--- src/rtl/dcps_pkg.sv ---
package dcps_pkg;

    // counter width and terminal count threshold
    localparam int CNT_W = 16;
    localparam logic [CNT_W-1:0] CNT_ONE = 16'h0001;
    localparam logic [CNT_W-1:0] RST_LOAD = 16'h0000;
    localparam logic [CNT_W-1:0] RST_HOLD = 16'h0000;
    localparam logic [CNT_W-1:0] RST_COUNT = 16'h0000;

    // avalon-mm byte offsets
    localparam int ADDR_W = 8;
    localparam logic [ADDR_W-1:0] OFS_CTRL = 8'h00;
    localparam logic [ADDR_W-1:0] OFS_LOAD = 8'h04;
    localparam logic [ADDR_W-1:0] OFS_HOLD = 8'h08;
    localparam logic [ADDR_W-1:0] OFS_CMD = 8'h0c;
    localparam logic [ADDR_W-1:0] OFS_STATUS = 8'h10;
    localparam logic [ADDR_W-1:0] OFS_COUNT = 8'h14;

    localparam logic [31:0] RDATA_ZERO = 32'h0000_0000;

    // control register fields
    localparam int CTRL_MODE_LO = 0;
    localparam int CTRL_MODE_HI = 1;
    localparam int CTRL_TOGGLE = 2;
    localparam int CTRL_SRC_FALL = 3;
    localparam int CTRL_GATE_LOW = 4;

    // command register fields (write only, self clearing)
    localparam int CMD_ARM = 0;
    localparam int CMD_DISARM = 1;

    // status register fields
    localparam int STAT_ARMED = 0;
    localparam int STAT_HOLD_PH = 1;
    localparam int STAT_RUNNING = 2;
    localparam int STAT_OUT = 3;

    typedef enum logic [1:0] {
        MODE_STROBE = 2'h0,
        MODE_DUTY_FREE = 2'h1,
        MODE_DUTY_LEVEL = 2'h2,
        MODE_ONESHOT = 2'h3
    } mode_t;

    // gray order: idle -> wait -> load -> hold
    typedef enum logic [1:0] {
        ST_IDLE = 2'h0,
        ST_WAIT_GATE = 2'h1,
        ST_LOAD_PH = 2'h3,
        ST_HOLD_PH = 2'h2
    } seq_state_t;

endpackage : dcps_pkg

--- src/rtl/dual_count_pulse_sequencer.sv ---
// Added by the designer: the Avalon-MM register port and the placing of the registers.
`timescale 1ns/10ps
`default_nettype none

module dual_count_pulse_sequencer
    import dcps_pkg::*;
(
    input wire logic i_core_clk,
    input wire logic i_nrst,
    input wire logic [ADDR_W-1:0] i_avs_address,
    input wire logic i_avs_read,
    input wire logic i_avs_write,
    input wire logic [31:0] i_avs_writedata,
    input wire logic [3:0] i_avs_byteenable,
    output logic [31:0] o_avs_readdata,
    output logic o_avs_waitrequest,
    input wire logic i_count_src,
    input wire logic i_gate,
    output logic o_count_out,
    output logic o_terminal_count_event,
    output logic o_armed
);

    typedef struct packed {
        mode_t mode;
        logic toggle_sel;
        logic src_fall;
        logic gate_low;
        logic [CNT_W-1:0] load;
        logic [CNT_W-1:0] hold;
        logic [CNT_W-1:0] count;
        seq_state_t st;
        logic out_lvl;
        logic tc_pulse;
        logic count_out;
        logic armed;
        logic wait_rq;
        logic [31:0] rdata;
    } seq_regs_t;

    seq_regs_t cur;
    seq_regs_t nxt;

    logic [1:0] pins_sync;
    logic src_edge;
    logic gate_edge;
    logic gate_level;
    logic req;
    logic wr_commit;
    logic cmd_wr;
    logic cnt_step;
    logic tc_now;
    logic running;

    // merge one write into a 16-bit register by byte lanes
    function automatic logic [CNT_W-1:0] merge_lanes(
        input logic [CNT_W-1:0] old,
        input logic [31:0] wd,
        input logic [3:0] be
    );
        logic [CNT_W-1:0] r;
        r = old;
        if (be[0]) begin
            r[7:0] = wd[7:0];
        end
        if (be[1]) begin
            r[15:8] = wd[15:8];
        end
        return r;
    endfunction : merge_lanes

    pin_sync u_pin_sync (
        .i_core_clk(i_core_clk),
        .i_nrst(i_nrst),
        .i_pins({i_gate, i_count_src}),
        .o_pins(pins_sync)
    );

    edge_pick u_src_edge (
        .i_core_clk(i_core_clk),
        .i_nrst(i_nrst),
        .i_level(pins_sync[0]),
        .i_fall_sel(cur.src_fall),
        .o_edge(src_edge)
    );

    // gate polarity is folded in as an edge sense, so an asserting edge is caught
    edge_pick u_gate_edge (
        .i_core_clk(i_core_clk),
        .i_nrst(i_nrst),
        .i_level(pins_sync[1]),
        .i_fall_sel(cur.gate_low),
        .o_edge(gate_edge)
    );

    assign gate_level = pins_sync[1] ^ cur.gate_low;
    assign req = i_avs_read | i_avs_write;
    // a write lands on the edge where the master sees waitrequest low
    assign wr_commit = i_avs_write & ~cur.wait_rq;
    assign cmd_wr = wr_commit & (i_avs_address == OFS_CMD);
    assign running = (cur.st == ST_LOAD_PH) | (cur.st == ST_HOLD_PH);
    // load value of zero behaves as one: terminal count on the first edge
    assign tc_now = cur.count <= CNT_ONE;
    // only the level gated mode looks at the gate level
    assign cnt_step = src_edge & ((cur.mode != MODE_DUTY_LEVEL) | gate_level);

    always_comb begin
        nxt = cur;
        nxt.tc_pulse = 1'b0;
        nxt.wait_rq = ~(req & cur.wait_rq);
        if (req & cur.wait_rq) begin
            case (i_avs_address)
                OFS_CTRL: begin
                    nxt.rdata = {27'h0, cur.gate_low, cur.src_fall, cur.toggle_sel, cur.mode};
                end
                OFS_LOAD: begin
                    nxt.rdata = {16'h0000, cur.load};
                end
                OFS_HOLD: begin
                    nxt.rdata = {16'h0000, cur.hold};
                end
                OFS_STATUS: begin
                    nxt.rdata = {28'h0000000, cur.out_lvl, running,
                                 cur.st == ST_HOLD_PH, cur.armed};
                end
                OFS_COUNT: begin
                    nxt.rdata = {16'h0000, cur.count};
                end
                default: begin
                    nxt.rdata = RDATA_ZERO;
                end
            endcase
        end

        case (cur.st)
            ST_WAIT_GATE: begin
                // the counter already holds the load value here
                if (gate_edge) begin
                    nxt.st = ST_LOAD_PH;
                end
            end
            ST_LOAD_PH: begin
                if (cnt_step) begin
                    if (tc_now) begin
                        nxt.count = cur.hold;
                        nxt.st = ST_HOLD_PH;
                        nxt.tc_pulse = 1'b1;
                        nxt.out_lvl = ~cur.out_lvl;
                    end else begin
                        nxt.count = cur.count - CNT_ONE;
                    end
                end
            end
            ST_HOLD_PH: begin
                if (cnt_step) begin
                    if (tc_now) begin
                        nxt.count = cur.load;
                        nxt.tc_pulse = 1'b1;
                        nxt.out_lvl = ~cur.out_lvl;
                        case (cur.mode)
                            MODE_STROBE: begin
                                nxt.st = ST_IDLE;
                            end
                            MODE_ONESHOT: begin
                                nxt.st = ST_WAIT_GATE;
                            end
                            default: begin
                                nxt.st = ST_LOAD_PH;
                            end
                        endcase
                    end else begin
                        nxt.count = cur.count - CNT_ONE;
                    end
                end
            end
            ST_IDLE: begin
                nxt.st = ST_IDLE;
            end
            default: begin
                nxt.st = ST_IDLE;
            end
        endcase
        // gate edges reach only ST_WAIT_GATE above, so a running cycle never sees them

        if (wr_commit) begin
            case (i_avs_address)
                OFS_CTRL: begin
                    if (i_avs_byteenable[0]) begin
                        nxt.mode = mode_t'(i_avs_writedata[CTRL_MODE_HI:CTRL_MODE_LO]);
                        nxt.toggle_sel = i_avs_writedata[CTRL_TOGGLE];
                        nxt.src_fall = i_avs_writedata[CTRL_SRC_FALL];
                        nxt.gate_low = i_avs_writedata[CTRL_GATE_LOW];
                    end
                end
                OFS_LOAD: begin
                    nxt.load = merge_lanes(cur.load, i_avs_writedata, i_avs_byteenable);
                end
                OFS_HOLD: begin
                    nxt.hold = merge_lanes(cur.hold, i_avs_writedata, i_avs_byteenable);
                end
                OFS_CMD: begin
                    // disarm wins over arm; arming an armed channel is ignored
                    if (i_avs_byteenable[0] & i_avs_writedata[CMD_DISARM]) begin
                        nxt.st = ST_IDLE;
                        nxt.count = cur.load;
                        nxt.tc_pulse = 1'b0;
                        nxt.out_lvl = cur.out_lvl;
                    end else if (i_avs_byteenable[0] & i_avs_writedata[CMD_ARM]
                                 & (cur.st == ST_IDLE)) begin
                        nxt.count = cur.load;
                        nxt.out_lvl = 1'b0;
                        if ((cur.mode == MODE_STROBE) | (cur.mode == MODE_ONESHOT)) begin
                            nxt.st = ST_WAIT_GATE;
                        end else begin
                            nxt.st = ST_LOAD_PH;
                        end
                    end
                end
                default: begin
                    nxt.mode = cur.mode;
                end
            endcase
        end

        nxt.armed = nxt.st != ST_IDLE;
        nxt.count_out = cur.toggle_sel ? nxt.out_lvl : nxt.tc_pulse;
    end

    always_ff @(posedge i_core_clk or negedge i_nrst) begin
        if (!i_nrst) begin
            cur <= '0;
            cur.mode <= MODE_STROBE;
            cur.load <= RST_LOAD;
            cur.hold <= RST_HOLD;
            cur.count <= RST_COUNT;
            cur.st <= ST_IDLE;
            cur.wait_rq <= 1'b1;
        end else begin
            cur <= nxt;
        end
    end

    assign o_avs_readdata = cur.rdata;
    assign o_avs_waitrequest = cur.wait_rq;
    assign o_count_out = cur.count_out;
    assign o_terminal_count_event = cur.tc_pulse;
    assign o_armed = cur.armed;
endmodule : dual_count_pulse_sequencer

`default_nettype wire

--- src/rtl/edge_pick.sv ---
`timescale 1ns/10ps
`default_nettype none

module edge_pick (
    input wire logic i_core_clk,
    input wire logic i_nrst,
    input wire logic i_level,
    input wire logic i_fall_sel,
    output logic o_edge
);

    typedef struct packed {
        logic prev;
    } edge_state_t;

    edge_state_t cur;
    edge_state_t nxt;

    always_comb begin
        nxt = cur;
        nxt.prev = i_level;
    end

    always_ff @(posedge i_core_clk or negedge i_nrst) begin
        if (!i_nrst) begin
            cur <= '0;
        end else begin
            cur <= nxt;
        end
    end

    // a level already high out of reset reads as a rising edge
    assign o_edge = i_fall_sel ? (cur.prev & ~i_level) : (~cur.prev & i_level);

endmodule : edge_pick

`default_nettype wire

--- src/rtl/pin_sync.sv ---
`timescale 1ns/10ps
`default_nettype none

module pin_sync (
    input wire logic i_core_clk,
    input wire logic i_nrst,
    input wire logic [1:0] i_pins,
    output logic [1:0] o_pins
);

    typedef struct packed {
        logic [1:0] meta;
        logic [1:0] stable;
    } sync_state_t;

    sync_state_t cur;
    sync_state_t nxt;

    // meta feeds only the second stage
    always_comb begin
        nxt = cur;
        nxt.meta = i_pins;
        nxt.stable = cur.meta;
    end

    always_ff @(posedge i_core_clk or negedge i_nrst) begin
        if (!i_nrst) begin
            cur <= '0;
        end else begin
            cur <= nxt;
        end
    end

    assign o_pins = cur.stable;

endmodule : pin_sync

`default_nettype wire
--- config.mk ---
export PLATFORM = sky130hd
export DESIGN_NAME = dual_count_pulse_sequencer
export DESIGN_NICKNAME = d
export VERILOG_FILES = /design/src/rtl/dcps_pkg.sv /design/src/rtl/dual_count_pulse_sequencer.sv /design/src/rtl/edge_pick.sv /design/src/rtl/pin_sync.sv
export SDC_FILE = /design/constraint.sdc
export NUM_CORES = 1
export LEC_CHECK = 0
export ABC_AREA = 0
export BUFFER_PORTS_ARGS = -buffer_cell sky130_fd_sc_hd__buf_2
export CAP_MARGIN = 20
export CORE_MARGIN = 2
export CORE_UTILIZATION = 25
export DETAILED_ROUTE_END_ITERATION = 6
export PLACE_DENSITY = 0.39
export SETUP_SLACK_MARGIN = 0.02
export SKIP_LAST_GASP = 1
export SYNTH_ARGS = -nofsm -noshare
export SYNTH_HDL_FRONTEND = slang
export SYNTH_SLANG_ARGS = --single-unit
--- constraint.sdc ---
create_clock -name i_core_clk -period 4.95 [get_ports i_core_clk]
set_input_delay 0.2475 -clock i_core_clk [delete_from_list [all_inputs] [get_ports i_core_clk]]
set_output_delay 0.2475 -clock i_core_clk [all_outputs]
set_load 0.01 [all_outputs]
==> flow_metrics.env <==
export IMPL_synth_avg_cell_area_um2=10.2
export IMPL_period_share=0.565
export IMPL_core_area_um2=17800
export IMPL_antenna_found_initial=0
export IMPL_clockBufferDepth=2
export IMPL_diodes=0
export IMPL_die_h_um=139
export IMPL_clock_latency_ns=0.35
export IMPL_grt_pass1_vias=3527
export IMPL_critPathKind="reg -> reg"
export IMPL_synth_edf_count=0
export IMPL_min_path_type="in -> reg"
export IMPL_relSlewSlack=0.392
export IMPL_grt_pass1_wl_um=20800
export IMPL_root_buffer="clkbuf_16"
export IMPL_ys_types=62
export IMPL_ant_nets=0
export IMPL_vias=3405
export IMPL_fmax_mhz=357
export IMPL_rsz0062_at_grt="no"
export IMPL_final_hold_viol_count=0
export IMPL_clk_pin_slew_ns=0.06
export IMPL_drv_slew=0
export IMPL_peakVddDrop_mv=0.151
export IMPL_setup_viol=0
export IMPL_synth_top_cell_area_share=0.448
export IMPL_fin_nets=532
export IMPL_multiInputGateArea_um2=2180
export IMPL_numPortBuffers=51
export IMPL_initial_core_util=0.254
export IMPL_regArea_um2=2050
export IMPL_clock_skew_ns=0.00704
export IMPL_arrival_ns=3.07
export IMPL_clkSinkCount=82
export IMPL_worst_setup_path_start_kind="register"
export IMPL_grt_max_degree=46
export IMPL_setup_slack_ns=2.15
export IMPL_first_pass_iters=4
export IMPL_synth_seq_cells=82
export IMPL_num_fill_cells=1877
export IMPL_path_max_fanout=15
export IMPL_power_density_nw_per_um2=281
export IMPL_yosysSeqAreaShare=0.454
export IMPL_crit_required_ns=5.22
export IMPL_layout_drive_gt1_share=0.259
export IMPL_synth_area_top_cells="dfrtp_1 (45%), mux2_2 (9.0%), buf_4 (5.3%), o21ai_0 (3.8%), nand2_1 (3.4%)"
export IMPL_maxCapViolCount=0
export IMPL_overflow=0
export IMPL_p_leak_nw=2.27
export IMPL_netlist_area_um2=4520
export IMPL_syn_inst=445
export IMPL_drt_wirelength_per_cell_um=18.0
export IMPL_dp_hpwl_um=8980
export IMPL_die_area_um2=19200
export IMPL_remaining_drc_errors=0
export IMPL_period_minus_slack_ns=2.80
export IMPL_htreeDepth=3
export IMPL_cts_tree="built"
export IMPL_drt_iter0_drc=239
export IMPL_globalRouteTotalUtil=0.140
export IMPL_yosysTopAreaCell="dfrtp_1"
export IMPL_tightest_slew_ns=0.910
export IMPL_vias_per_cell=4.78
export IMPL_post_cts_setup_buffers=0
export IMPL_synthTopCellsByCount="dfrtp_1 (81), nand2_1 (41), mux2_2 (36), o21ai_0 (34), buf_4 (32)"
export IMPL_dp_worst_setup_slack_ns=1.92
export IMPL_gp_congestion=0.809
export IMPL_final_setup_tns_ns=0
export IMPL_status="finished, final reports clean"
export IMPL_wl_um=12800
export IMPL_top_level_ports=86
export IMPL_ctsResizeCount=0
export IMPL_async_reset_ff_frac=1.00
export IMPL_area_growth_pct=14.2
export IMPL_end_kind="register"
export IMPL_synth_ff_type="dfrtp_1"
export IMPL_synthMostInstantiatedCell="dfrtp_1"
export IMPL_cts_buffers=9
export IMPL_ys_warn_count=0
export IMPL_row_count=49
export IMPL_die_w_um=139
per-stage QoR:
step	instance area, um^2	power [mW]	util	hold WS [ns]	std cells
5_1_grt	5160	1.52	0.289	0.135	712
3_3_place_gp	4830	0.793	0.271	0.262	691
6_report	5160	1.45	0.289	0.145	712
2_1_floorplan	4580	0.756	-	-0.0481	460
4_1_cts	5160	1.47	0.289	0.138	711
3_5_place_dp	4840	0.795	0.271	0.270	692
layout make-up:
| type | count | share of cell area |
|---|---|---|
| well taps | 229 | 0.0555 |
| inverters | 7 | 0.00509 |
| repair buffers | 59 | 0.0637 |
| clock inverters | 6 | 0.0111 |
| flip-flops and latches | 82 | 0.398 |
| multi-input cells | 319 | 0.423 |
| clock buffers | 10 | 0.0443 |
flip-flops by register name, indices dropped and copies added (netlist names):
signal,flops
u_src_edge.cur,1
o_avs_readdata,16
o_avs_waitrequest,1
cur,56
o_count_out,1
o_terminal_count_event,1
u_pin_sync.cur,2
u_gate_edge.cur,1
o_armed,1
u_pin_sync.o_pins,2
what timing repair did:
action / in CTS / in global routing
hold buffers: 3 / 0
endpoints found under the setup margin: 0 / 0
hold endpoints to repair: 38 / 0
final timing paths:
| path | from | end | slack (ns) | depth (start not counted) |
|---|---|---|---|---|
| max in group asynchronous | i_nrst | cur[52]$_DFF_PN0_ | 3.53 | 3 |
| worst min-delay path | i_avs_writedata[5] | cur[76]$_DFFE_PN0P_ | 0.14 | 2 |
| worst max register to register | cur[38]$_DFF_PN0_ | cur[48]$_DFF_PN0_ | 2.15 | 6 |
| worst max-delay path | cur[38]$_DFF_PN0_ | cur[48]$_DFF_PN0_ | 2.15 | 6 |
| worst min register to register | u_pin_sync.cur[2]$_DFF_PN0_ | u_pin_sync.o_pins[0]$_DFF_PN0_ | 0.36 | 0 |
| min in group asynchronous | i_nrst | o_avs_readdata[10]$_DFFE_PN0P_ | 0.42 | 2 |
cells by family (layout without fill, tap and decap cells):
family                     after synthesis  after routing  share of synthesized area
and+or+nand+nor                        139            139                      0.160
xor gates and xnor gates                 2              2                    0.00387
buffers and inverters                   59             82                     0.0794
other                                    1             16                   0.000829
muxes                                   54             54                      0.141
adders and majority gates                4              4                     0.0111
AOI/OAI and AO/OA                      104            104                      0.149
DFF                                     82             82                      0.454
layer usage:
layer,vias to the layer above,global-route usage,part of all wire
met2,87,0.224,0.48
met4,0,0.0349,0.013
li1,1651,-,-
met5,-,0,0
met3,11,0.0336,0.041
met1,1656,0.191,0.47
report_power, final:
| part | internal, mW | switching, mW |
|---|---|---|
| clock | 0.387 | 0.281 |
| combinational | 0.0327 | 0.0575 |
| sequential | 0.681 | 0.0103 |
| total | 1.10 | 0.348 |
worst max-delay path, stage by stage (launching register included):
cell,delay [ns]
dfrtp_1,0.73
inv_1,0.34
a221o_2,0.52
nor3_2,0.49
and3_1,0.40
a22oi_1,0.13
o21ai_1,0.11
cell usage in the layout, fill, tap and decap left out, types with 9 or more instances in the layout:
master / n
nand3_1: 13
nand2_1: 41
clkbuf_16: 9
mux2_2: 36
conb_1: 16
nor2_1: 31
mux2i_1: 14
a21oi_1: 18
o21ai_0: 34
buf_2: 50
a22oi_1: 11
dfrtp_1: 81
nor3_1: 9
Note: power is estimated with default switching activity, not from simulation.
